`config.mk`:
```
export PLATFORM = sky130hd
export DESIGN_NAME = mks_scanner
export DESIGN_NICKNAME = d
export VERILOG_FILES = /design/src/common/mks_pkg.sv /design/src/logic/mks_key_pick.sv /design/src/logic/mks_bcd_to_bin.sv /design/src/logic/mks_scanner.sv
export SDC_FILE = /design/constraint.sdc
export NUM_CORES = 1
export LEC_CHECK = 0
export BUFFER_PORTS_ARGS = -buffer_cell sky130_fd_sc_hd__buf_2
export CAP_MARGIN = 0
export CORE_MARGIN = 2
export CORE_UTILIZATION = 62
export CTS_CLUSTER_DIAMETER = 30
export DETAILED_ROUTE_END_ITERATION = 10
export GPL_TIMING_DRIVEN = 0
export PLACE_DENSITY = 0.82
export SYNTH_ARGS = -nofsm -noshare
export SYNTH_HDL_FRONTEND = slang
export SYNTH_SLANG_ARGS = --single-unit
```
`constraint.sdc`:
```
create_clock -name clk -period 20.5 [get_ports clk]
set_clock_uncertainty 0.05 [all_clocks]
set_input_delay 1.025 -clock clk [delete_from_list [all_inputs] [get_ports clk]]
set_output_delay 1.025 -clock clk [all_outputs]
set_load 0.02 [all_outputs]
```
`src/common/mks_pkg.sv`:
```
// constants shared by the keypad and switch scanner
package mks_pkg;

    // ========================================
    // register byte offsets
    localparam logic [7:0] OFF_CTRL = 8'h00;
    localparam logic [7:0] OFF_KEYVAL = 8'h04;
    localparam logic [7:0] OFF_KEYSTAT = 8'h08;
    localparam logic [7:0] OFF_SW0 = 8'h0C;
    localparam logic [7:0] OFF_SW1 = 8'h10;
    localparam logic [7:0] OFF_IRQSTAT = 8'h14;
    localparam logic [7:0] OFF_IRQMASK = 8'h18;

    // ========================================
    // control bits
    localparam int CB_KEY_EN = 0;
    localparam int CB_HEX_MODE = 1;
    localparam int CB_SW_EN = 2;
    localparam int CB_SW_TWO = 3;
    localparam int CTRL_W = 4;

    // ========================================
    // keypad status bits
    localparam int ST_FLAGS_LSB = 0;
    localparam int LETTER_N = 6;
    localparam int ST_LETTER = 6;
    localparam int ST_DIGIT = 7;
    localparam int ST_DONE = 8;
    localparam int KEYSTAT_W = 9;

    // ========================================
    // interrupt bits
    localparam int IB_KEY = 0;
    localparam int IB_LETTER = 1;
    localparam int IB_DIGIT = 2;
    localparam int IB_SW = 3;
    localparam int IRQ_N = 4;

    // ========================================
    // scan structure and arithmetic
    localparam int STROBES = 4;
    localparam logic [2:0] KEY_PH_LAST = 3'h7;
    localparam logic [1:0] SW_PH_LAST = 2'h3;
    localparam logic [3:0] LETTER_BASE = 4'hA;
    localparam logic [15:0] DEC_MOD = 16'h03E8;
    localparam logic [15:0] DEC_BASE = 16'h000A;

    // ========================================
    // timing
    localparam int CLK_PERIOD_NS = 20;
    localparam int SCAN_TIME_US = 1000;
    localparam int SCAN_CYCLES = SCAN_TIME_US * 1000 / CLK_PERIOD_NS;

    // ========================================
    // bus answers
    localparam logic [1:0] RESP_OKAY = 2'h0;
    localparam logic [1:0] RESP_SLVERR = 2'h2;

endpackage

```
`src/logic/mks_key_pick.sv`:
```
// lowest-index picker among newly pressed keys
`timescale 1ns/1ps

module mks_key_pick #(
    parameter int N = 16,
    parameter int W = 4
) (
    input wire logic [N-1:0] req,
    output logic valid,
    output logic [W-1:0] idx
);

    if (N < 2 || N > (1 << W)) begin : g_chk
        $error("mks_key_pick: N does not fit W");
    end

    // ========================================
    // scan down so the lowest set request wins
    always_comb begin
        valid = 1'b0;
        idx = '0;
        for (int i = N - 1; i >= 0; i--) begin
            if (req[i]) begin
                valid = 1'b1;
                idx = W'(i);
            end
        end
    end

endmodule

```
`src/logic/mks_bcd_to_bin.sv`:
```
// decimal digit group to binary converter
`timescale 1ns/1ps

module mks_bcd_to_bin #(
    parameter int DIGITS = 4
) (
    input wire logic [4*DIGITS-1:0] digits,
    output logic [15:0] bin
);

    if (DIGITS < 1 || DIGITS > 4) begin : g_chk
        $error("mks_bcd_to_bin: DIGITS must be 1 to 4");
    end

    // ========================================
    // horner form, top nibble is the most significant digit
    always_comb begin
        bin = '0;
        for (int i = DIGITS - 1; i >= 0; i--) begin
            bin = 16'(bin * mks_pkg::DEC_BASE + 16'(digits[i*4 +: 4]));
        end
    end

endmodule

```
`src/logic/mks_scanner.sv`:
```
// keypad matrix and decimal switch scanner with axi4-lite registers
//
// Decided for this implementation: register access over AXI4-Lite and the address map.
`timescale 1ns/1ps

module mks_scanner #(
    parameter int ADDR_W = 8,
    parameter int SCAN_CYCLES = mks_pkg::SCAN_CYCLES
) (
    input wire logic clk,
    input wire logic rst_b,
    input wire logic [ADDR_W-1:0] awaddr,
    input wire logic awvalid,
    output logic awready,
    input wire logic [31:0] wdata,
    input wire logic [3:0] wstrb,
    input wire logic wvalid,
    output logic wready,
    output logic [1:0] bresp,
    output logic bvalid,
    input wire logic bready,
    input wire logic [ADDR_W-1:0] araddr,
    input wire logic arvalid,
    output logic arready,
    output logic [31:0] rdata,
    output logic [1:0] rresp,
    output logic rvalid,
    input wire logic rready,
    output logic [3:0] keyStrobe,
    input wire logic [3:0] keySense,
    output logic [3:0] swStrobe,
    input wire logic [7:0] swSense,
    output logic irq
);

    if (ADDR_W < 5 || ADDR_W > 32) begin : g_chk_addr
        $error("mks_scanner: ADDR_W must be 5 to 32");
    end
    if (SCAN_CYCLES < 2) begin : g_chk_scan
        $error("mks_scanner: SCAN_CYCLES must be at least 2");
    end

    localparam int TW = $clog2(SCAN_CYCLES);

    // ========================================
    // scan cycle timebase
    logic [TW-1:0] tickCnt_r;
    logic scanTick;
    assign scanTick = (tickCnt_r == TW'(SCAN_CYCLES - 1));

    always_ff @(posedge clk) begin
        if (!rst_b) begin
            tickCnt_r <= '0;
        end else begin
            tickCnt_r <= scanTick ? '0 : tickCnt_r + 1'b1;
        end
    end

    // ========================================
    // control and interrupt registers
    logic keyEn_r;
    logic hexMode_r;
    logic swEn_r;
    logic swTwo_r;
    logic [mks_pkg::IRQ_N-1:0] irqStat_r;
    logic [mks_pkg::IRQ_N-1:0] irqMask_r;

    // ========================================
    // keypad state
    logic [2:0] keyPhase_r;
    logic [11:0] keyBuf_r;
    logic [15:0] prevMat_r;
    logic heldValid_r;
    logic [3:0] heldIdx_r;
    logic [15:0] keyVal_r;
    logic [5:0] letterFlags_r;
    logic letterPulse_r;
    logic digitPulse_r;
    logic keyDone_r;

    // last strobe's senses arrive live, earlier strobes come from the buffer
    wire keyEnd = keyEn_r && scanTick && (keyPhase_r == mks_pkg::KEY_PH_LAST);
    wire [15:0] curMat = {keySense, keyBuf_r};
    wire [15:0] newPress = curMat & ~prevMat_r;
    wire heldStill = heldValid_r && curMat[heldIdx_r];
    wire pickValid;
    wire [3:0] pickIdx;

    mks_key_pick #(
        .N(16),
        .W(4)
    ) uPick (
        .req(newPress),
        .valid(pickValid),
        .idx(pickIdx)
    );

    // a key still held blocks every later one
    wire keyAccept = keyEnd && pickValid && !heldStill;
    wire isDigit = pickIdx < mks_pkg::LETTER_BASE;
    wire [15:0] keyMod = keyVal_r % mks_pkg::DEC_MOD;
    wire [15:0] keyDec = 16'(keyMod * mks_pkg::DEC_BASE + 16'(pickIdx));
    wire [15:0] keyHex = {keyVal_r[11:0], pickIdx};
    wire [2:0] letterPos = 3'(pickIdx - mks_pkg::LETTER_BASE);
    wire takeValue = hexMode_r || isDigit;

    // strobe k stays on for two phases, senses read at the second
    assign keyStrobe = keyEn_r ? (4'h1 << keyPhase_r[2:1]) : 4'h0;

    always_ff @(posedge clk) begin
        if (!rst_b || !keyEn_r) begin
            keyPhase_r <= '0;
            keyBuf_r <= '0;
            prevMat_r <= '0;
            heldValid_r <= 1'b0;
            heldIdx_r <= '0;
        end else if (scanTick) begin
            keyPhase_r <= keyPhase_r + 3'h1;
            if (keyPhase_r[0]) begin
                keyBuf_r <= {keySense, keyBuf_r[11:4]};
            end
            if (keyEnd) begin
                prevMat_r <= curMat;
                if (keyAccept) begin
                    heldValid_r <= 1'b1;
                    heldIdx_r <= pickIdx;
                end else if (!heldStill) begin
                    heldValid_r <= 1'b0;
                end
            end
        end
    end

    // value survives a disable, flags do not
    always_ff @(posedge clk) begin
        if (!rst_b) begin
            keyVal_r <= '0;
        end else if (keyAccept && takeValue) begin
            keyVal_r <= hexMode_r ? keyHex : keyDec;
        end
    end

    always_ff @(posedge clk) begin
        if (!rst_b || !keyEn_r) begin
            letterFlags_r <= '0;
            letterPulse_r <= 1'b0;
            digitPulse_r <= 1'b0;
            keyDone_r <= 1'b0;
        end else if (scanTick) begin
            if (keyAccept && !isDigit) begin
                letterFlags_r <= 6'h01 << letterPos;
            end
            letterPulse_r <= keyAccept && !isDigit;
            digitPulse_r <= keyAccept && isDigit;
            keyDone_r <= keyAccept;
        end
    end

    // ========================================
    // switch reader
    logic [1:0] swPhase_r;
    logic [11:0] swBufA_r;
    logic [11:0] swBufB_r;
    logic [15:0] swRes0_r;
    logic [15:0] swRes1_r;
    logic swDone_r;
    wire swEnd = swEn_r && scanTick && (swPhase_r == mks_pkg::SW_PH_LAST);
    wire [15:0] swBin0;
    wire [15:0] swBin1;

    // both groups see the same strobe, each its own nibble
    assign swStrobe = swEn_r ? (4'h1 << swPhase_r) : 4'h0;

    // first strobe reads the thousands digit
    mks_bcd_to_bin #(
        .DIGITS(4)
    ) uBcd0 (
        .digits({swBufA_r, swSense[3:0]}),
        .bin(swBin0)
    );

    mks_bcd_to_bin #(
        .DIGITS(4)
    ) uBcd1 (
        .digits({swBufB_r, swSense[7:4]}),
        .bin(swBin1)
    );

    always_ff @(posedge clk) begin
        if (!rst_b || !swEn_r) begin
            swPhase_r <= '0;
            swBufA_r <= '0;
            swBufB_r <= '0;
            swDone_r <= 1'b0;
        end else if (scanTick) begin
            swPhase_r <= swPhase_r + 2'h1;
            swBufA_r <= {swBufA_r[7:0], swSense[3:0]};
            swBufB_r <= {swBufB_r[7:0], swSense[7:4]};
            swDone_r <= swEnd;
        end
    end

    // a pass cut short by disable leaves the old results in place
    always_ff @(posedge clk) begin
        if (!rst_b) begin
            swRes0_r <= '0;
            swRes1_r <= '0;
        end else if (swEnd) begin
            swRes0_r <= swBin0;
            if (swTwo_r) begin
                swRes1_r <= swBin1;
            end
        end
    end

    // ========================================
    // interrupt events
    logic [mks_pkg::IRQ_N-1:0] irqSet;
    assign irqSet[mks_pkg::IB_KEY] = keyAccept;
    assign irqSet[mks_pkg::IB_LETTER] = keyAccept && !isDigit;
    assign irqSet[mks_pkg::IB_DIGIT] = keyAccept && isDigit;
    assign irqSet[mks_pkg::IB_SW] = swEnd;
    assign irq = |(irqStat_r & irqMask_r);

    // ========================================
    // axi4-lite write path
    logic awHeld_r;
    logic wHeld_r;
    logic [ADDR_W-1:0] awAddr_r;
    logic [31:0] wData_r;
    logic wLane0_r;
    logic bvalid_r;
    logic [1:0] bresp_r;

    wire [ADDR_W-1:0] wA = {awAddr_r[ADDR_W-1:2], 2'b00};
    wire wCtrl = wA == ADDR_W'(mks_pkg::OFF_CTRL);
    wire wStat = wA == ADDR_W'(mks_pkg::OFF_IRQSTAT);
    wire wMask = wA == ADDR_W'(mks_pkg::OFF_IRQMASK);
    wire wRo = wA == ADDR_W'(mks_pkg::OFF_KEYVAL)
        || wA == ADDR_W'(mks_pkg::OFF_KEYSTAT)
        || wA == ADDR_W'(mks_pkg::OFF_SW0)
        || wA == ADDR_W'(mks_pkg::OFF_SW1);
    wire wHit = wCtrl || wStat || wMask || wRo;
    wire doWrite = awHeld_r && wHeld_r && !bvalid_r;
    wire wLow = doWrite && wLane0_r;
    wire [mks_pkg::IRQ_N-1:0] irqClr =
        (wLow && wStat) ? wData_r[mks_pkg::IRQ_N-1:0] : '0;

    assign awready = !awHeld_r && !bvalid_r;
    assign wready = !wHeld_r && !bvalid_r;
    assign bvalid = bvalid_r;
    assign bresp = bresp_r;

    always_ff @(posedge clk) begin
        if (!rst_b) begin
            awHeld_r <= 1'b0;
            wHeld_r <= 1'b0;
            awAddr_r <= '0;
            wData_r <= '0;
            wLane0_r <= 1'b0;
            bvalid_r <= 1'b0;
            bresp_r <= mks_pkg::RESP_OKAY;
        end else begin
            if (awvalid && awready) begin
                awHeld_r <= 1'b1;
                awAddr_r <= awaddr;
            end
            if (wvalid && wready) begin
                wHeld_r <= 1'b1;
                wData_r <= wdata;
                wLane0_r <= wstrb[0];
            end
            if (doWrite) begin
                awHeld_r <= 1'b0;
                wHeld_r <= 1'b0;
                bvalid_r <= 1'b1;
                bresp_r <= wHit ? mks_pkg::RESP_OKAY : mks_pkg::RESP_SLVERR;
            end else if (bvalid_r && bready) begin
                bvalid_r <= 1'b0;
            end
        end
    end

    // a new event beats a write-one clear of the same bit
    always_ff @(posedge clk) begin
        if (!rst_b) begin
            keyEn_r <= 1'b0;
            hexMode_r <= 1'b0;
            swEn_r <= 1'b0;
            swTwo_r <= 1'b0;
            irqMask_r <= '0;
            irqStat_r <= '0;
        end else begin
            if (wLow && wCtrl) begin
                keyEn_r <= wData_r[mks_pkg::CB_KEY_EN];
                hexMode_r <= wData_r[mks_pkg::CB_HEX_MODE];
                swEn_r <= wData_r[mks_pkg::CB_SW_EN];
                swTwo_r <= wData_r[mks_pkg::CB_SW_TWO];
            end
            if (wLow && wMask) begin
                irqMask_r <= wData_r[mks_pkg::IRQ_N-1:0];
            end
            irqStat_r <= (irqStat_r & ~irqClr) | irqSet;
        end
    end

    // ========================================
    // axi4-lite read path
    logic rvalid_r;
    logic [31:0] rdata_r;
    logic [1:0] rresp_r;
    logic [mks_pkg::CTRL_W-1:0] ctrlBits;
    logic [mks_pkg::KEYSTAT_W-1:0] keyStat;

    assign ctrlBits[mks_pkg::CB_KEY_EN] = keyEn_r;
    assign ctrlBits[mks_pkg::CB_HEX_MODE] = hexMode_r;
    assign ctrlBits[mks_pkg::CB_SW_EN] = swEn_r;
    assign ctrlBits[mks_pkg::CB_SW_TWO] = swTwo_r;
    assign keyStat[mks_pkg::ST_FLAGS_LSB +: mks_pkg::LETTER_N] = letterFlags_r;
    assign keyStat[mks_pkg::ST_LETTER] = letterPulse_r;
    assign keyStat[mks_pkg::ST_DIGIT] = digitPulse_r;
    assign keyStat[mks_pkg::ST_DONE] = keyDone_r || swDone_r;

    wire [ADDR_W-1:0] rA = {araddr[ADDR_W-1:2], 2'b00};
    wire rCtrl = rA == ADDR_W'(mks_pkg::OFF_CTRL);
    wire rKval = rA == ADDR_W'(mks_pkg::OFF_KEYVAL);
    wire rKst = rA == ADDR_W'(mks_pkg::OFF_KEYSTAT);
    wire rSw0 = rA == ADDR_W'(mks_pkg::OFF_SW0);
    wire rSw1 = rA == ADDR_W'(mks_pkg::OFF_SW1);
    wire rStat = rA == ADDR_W'(mks_pkg::OFF_IRQSTAT);
    wire rMask = rA == ADDR_W'(mks_pkg::OFF_IRQMASK);
    wire rHit = rCtrl || rKval || rKst || rSw0 || rSw1 || rStat || rMask;
    wire [31:0] rData =
        rCtrl ? 32'(ctrlBits) :
        rKval ? 32'(keyVal_r) :
        rKst ? 32'(keyStat) :
        rSw0 ? 32'(swRes0_r) :
        rSw1 ? 32'(swRes1_r) :
        rStat ? 32'(irqStat_r) :
        rMask ? 32'(irqMask_r) : 32'h0000_0000;

    assign arready = !rvalid_r;
    assign rvalid = rvalid_r;
    assign rdata = rdata_r;
    assign rresp = rresp_r;

    always_ff @(posedge clk) begin
        if (!rst_b) begin
            rvalid_r <= 1'b0;
            rdata_r <= '0;
            rresp_r <= mks_pkg::RESP_OKAY;
        end else if (arvalid && arready) begin
            rvalid_r <= 1'b1;
            rdata_r <= rData;
            rresp_r <= rHit ? mks_pkg::RESP_OKAY : mks_pkg::RESP_SLVERR;
        end else if (rvalid_r && rready) begin
            rvalid_r <= 1'b0;
        end
    end
endmodule

```
==> metrics.cfg <==
[sta]
clock.fmax_ghz=0.1184
setup_violations=0
rsz0062_at_grt=no
hold_violations=0
post-route-period-util_pct=41.21
tightest_slew_ns=1.168
holdWs_ns=0.4016
report.final.slew_viol_count=0
min_period_ns=8.449
setup_tns_ns=0
maxSlewHeadroom_pct=21.44

[finish]
stdcell_count=2220
fillers=1876
multiInputGateArea_um2=9827
syn_to_final_growth_pct=9.775
final_cell_mix=nand2_1, dfxtp_1, a21oi_1
finalNetCount=2136
area.sequential_um2=3623
final_common_cell=nand2_1
drive_above_1_share_pct=8.269
antennaDiodeCount=0

[power]
p_per_area_nw_per_um2=47.93
internal_power_uw=551.8
power_uw=744.8
swShare_pct=25.92
p_sw_uw=193.0
power.clock.fraction_pct=44.5
combPwrFrac_pct=7.1
vdd_drop_max_uv=62.68
p_leak_nw=6.627
seqPwrFrac_pct=48.4

[synth]
synthXorXnorAreaFrac_pct=8.688
syn-mean-instance-area_um2=7.808
synth_compound_area_share_pct=20.95
syn-cell-area_um2=14160
synth-seq-area-share_pct=25.60
synthAdderAreaFrac_pct=13.59
synth_mux_area_share_pct=3.368
synth_top_family_by_area=simple AND/OR/NAND/NOR gates
synth_ff_type=dfxtp_1
synth_cell_type_count=85
ys_ff_latch=181
synth_warnings=0
synthSimpleGateAreaFrac_pct=22.09
async_flop_share_pct=0
syn_inst=1813
synth_edf_count=0

[place]
dp_hpwl_mm=27.98
port_buffers=65
post-place-cells=2188
place.gp.congestion=0.9195

[grt]
grt_pass1_vias=12800
track_usage_pct=29.76
antenna_found_initial=0
grt_pass1_wl_mm=59.37
gr-total-overflow=0
grt_max_degree=20

[drt]
dr_total_vias=13180
drt_iter0_markers=1003
wirelength_mm=35.68
drt_first_pass_iters=5
drc=0
wl_per_cell_um=16.07
postRouteAntennaNets=0
avgViaCountPerCell=5.935

[worst_setup_path]
slowest_stage=clkbuf_1
reg2reg_depth=37
cp.arrival_ns=8.74
ff2ff_setup_slack_ns=12.05
r2r-end=keyVal_r[13]
path_buf_inv=6
critPathKind=reg2reg
required_ns=20.79
path_max_fanout=10
cp-end-kind=flip-flop
critPathTopFamily=compound AO/OA/AOI/OAI gates
start_kind=flip-flop
cpPeakStageDelay_ns=0.53
critPathMostFrequentCell=a21oi_1
cp_num_cells=37
rr_startpoint=keyVal_r[15]

[die]
die_h_um=155.1
die_w_um=155.1
coreArea_um2=22500
initial_core_util_pct=62.91
rows=55
fp.dieArea_um2=24060
pin_count=121

[clock_tree]
insertion_delay_ns=0.45
clock_sinks=181
post_cts_buffers=0
cts-buffers-inserted=17
cts_max_path_buffers=2
hold_buffers=0
cts_resized=0
cts_root_buf=clkbuf_16
htree_levels=4
cts_tree=built
clkTransAtPathRegs_ns=0.08

[status]
status=complete, no violations

[worst_hold_path]
hold_depth=2
min_from=prevMat_r[5]
hold-path-endpoint=prevMat_r[5]
hp-class=reg2reg

[job]
drv_cap=0

logic make-up (layout without fill, tap and decap cells):
logic type,after synthesis,in the layout
compound gates,463,463
xor+xnor,138,138
fa+ha+maj,146,146
buf+inv,186,283
flops,181,181
mux,41,41
other cells,1,26
simple gates,657,657
cells in the mapped netlist, drive strengths merged, types with 6 or more instances:
master | n | area [µm²]
nand2 | 283 | 1062
dfxtp | 181 | 3623
a21oi | 169 | 853.3
ha | 129 | 1614
nor2 | 115 | 441.7
o21ai | 93 | 465.4
xnor2 | 88 | 778.3
inv | 77 | 289.0
clkbuf | 73 | 274.0
and2 | 50 | 312.8
xor2 | 49 | 429.2
nor2b | 42 | 262.8
buf | 36 | 242.7
nand3 | 36 | 180.2
mux2i | 33 | 330.3
nor3 | 28 | 145.1
nand2b | 26 | 162.7
a21boi | 24 | 180.2
a21o | 22 | 165.2
o211a | 22 | 220.2
o21bai | 21 | 157.7
a22oi | 18 | 135.1
o211ai | 16 | 120.1
fa | 14 | 280.3
and3 | 13 | 81.33
nand4 | 11 | 68.82
nor3b | 11 | 82.58
o22ai | 9 | 68.81
o311ai | 8 | 70.07
or3 | 8 | 50.05
a31oi | 7 | 43.79
o32ai | 7 | 68.82
a211oi | 6 | 45.04
nor4 | 6 | 37.54
o21a | 6 | 45.04
registers in the layout, indices dropped and copies added (netlist names), 2 cells and up:
name,count
prevMat_r,16
swBufB_r,12
letterFlags_r,6
irqMask_r,4
keyVal_r,16
irqStat_r,4
swBufA_r,12
heldIdx_r,4
keyBuf_r,12
awAddr_r,6
swRes1_r,16
rdata,16
swPhase_r,2
keyPhase_r,3
swRes0_r,16
tickCnt_r,16
wData_r,4
power by group through the flow:
stage,clock network (mW),registers (mW),logic (mW)
final,0.331,0.361,0.0531
after global routing,0.347,0.361,0.0576
after CTS,0.334,0.360,0.0519
after detailed placement,0,0.369,0.0515
after global placement,0,0.368,0.0508
after floorplan,0,0.371,0.0320
layer usage:
layer | vias to the layer above | routed length, µm | share of wire, % | track usage, %
met5 | - | 0 | 0 | 0
met4 | 0 | 1132 | 3.2 | 11.55
met3 | 94 | 1670 | 4.7 | 3.760
met2 | 410 | 18140 | 51 | 54.65
met1 | 6171 | 14740 | 41 | 35.25
li1 | 6500 | - | - | -
tightest hold or removal path: cells and delay by family, from the launching register on:
family | cells | cell delay [ns]
flip-flops | 1 | 0.31
AO/OA/AOI/OAI | 1 | 0.05
AND/OR/NAND/NOR | 1 | 0.05
how the worst max path moves through the flow:
stage / endpoint / slack, ns / startpoint
after floorplan: keyVal_r[13] / 13.51 / keyVal_r[13]
after global placement: keyVal_r[13] / 12.41 / keyVal_r[15]
after detailed placement: keyVal_r[13] / 12.29 / keyVal_r[15]
after CTS: keyVal_r[13] / 12.22 / keyVal_r[15]
after global routing: keyVal_r[13] / 11.34 / keyVal_r[15]
final: keyVal_r[13] / 12.05 / keyVal_r[15]
stage by stage:
stage / utilization, % / setup slack (ns) / instance area, µm²
after floorplan: - / 13.51 / 14250
after global placement: 66.36 / 12.41 / 14930
after detailed placement: 66.36 / 12.29 / 14930
after CTS: 69.03 / 12.22 / 15530
after global routing: 69.06 / 11.34 / 15540
final: 69.06 / 12.05 / 15540
final cells by class:
type                       instances  share of cell area, %
timing repair buffer              65                  2.093
buffer                           109                  3.325
inverter                          77                  1.860
sequential                       181                  23.32
clock inverter                    15                  1.135
multi-input combinational       1471                  63.24
tap                              285                  2.295
clock buffer                      17                  2.738
Note: power is estimated with default switching activity, not from simulation.
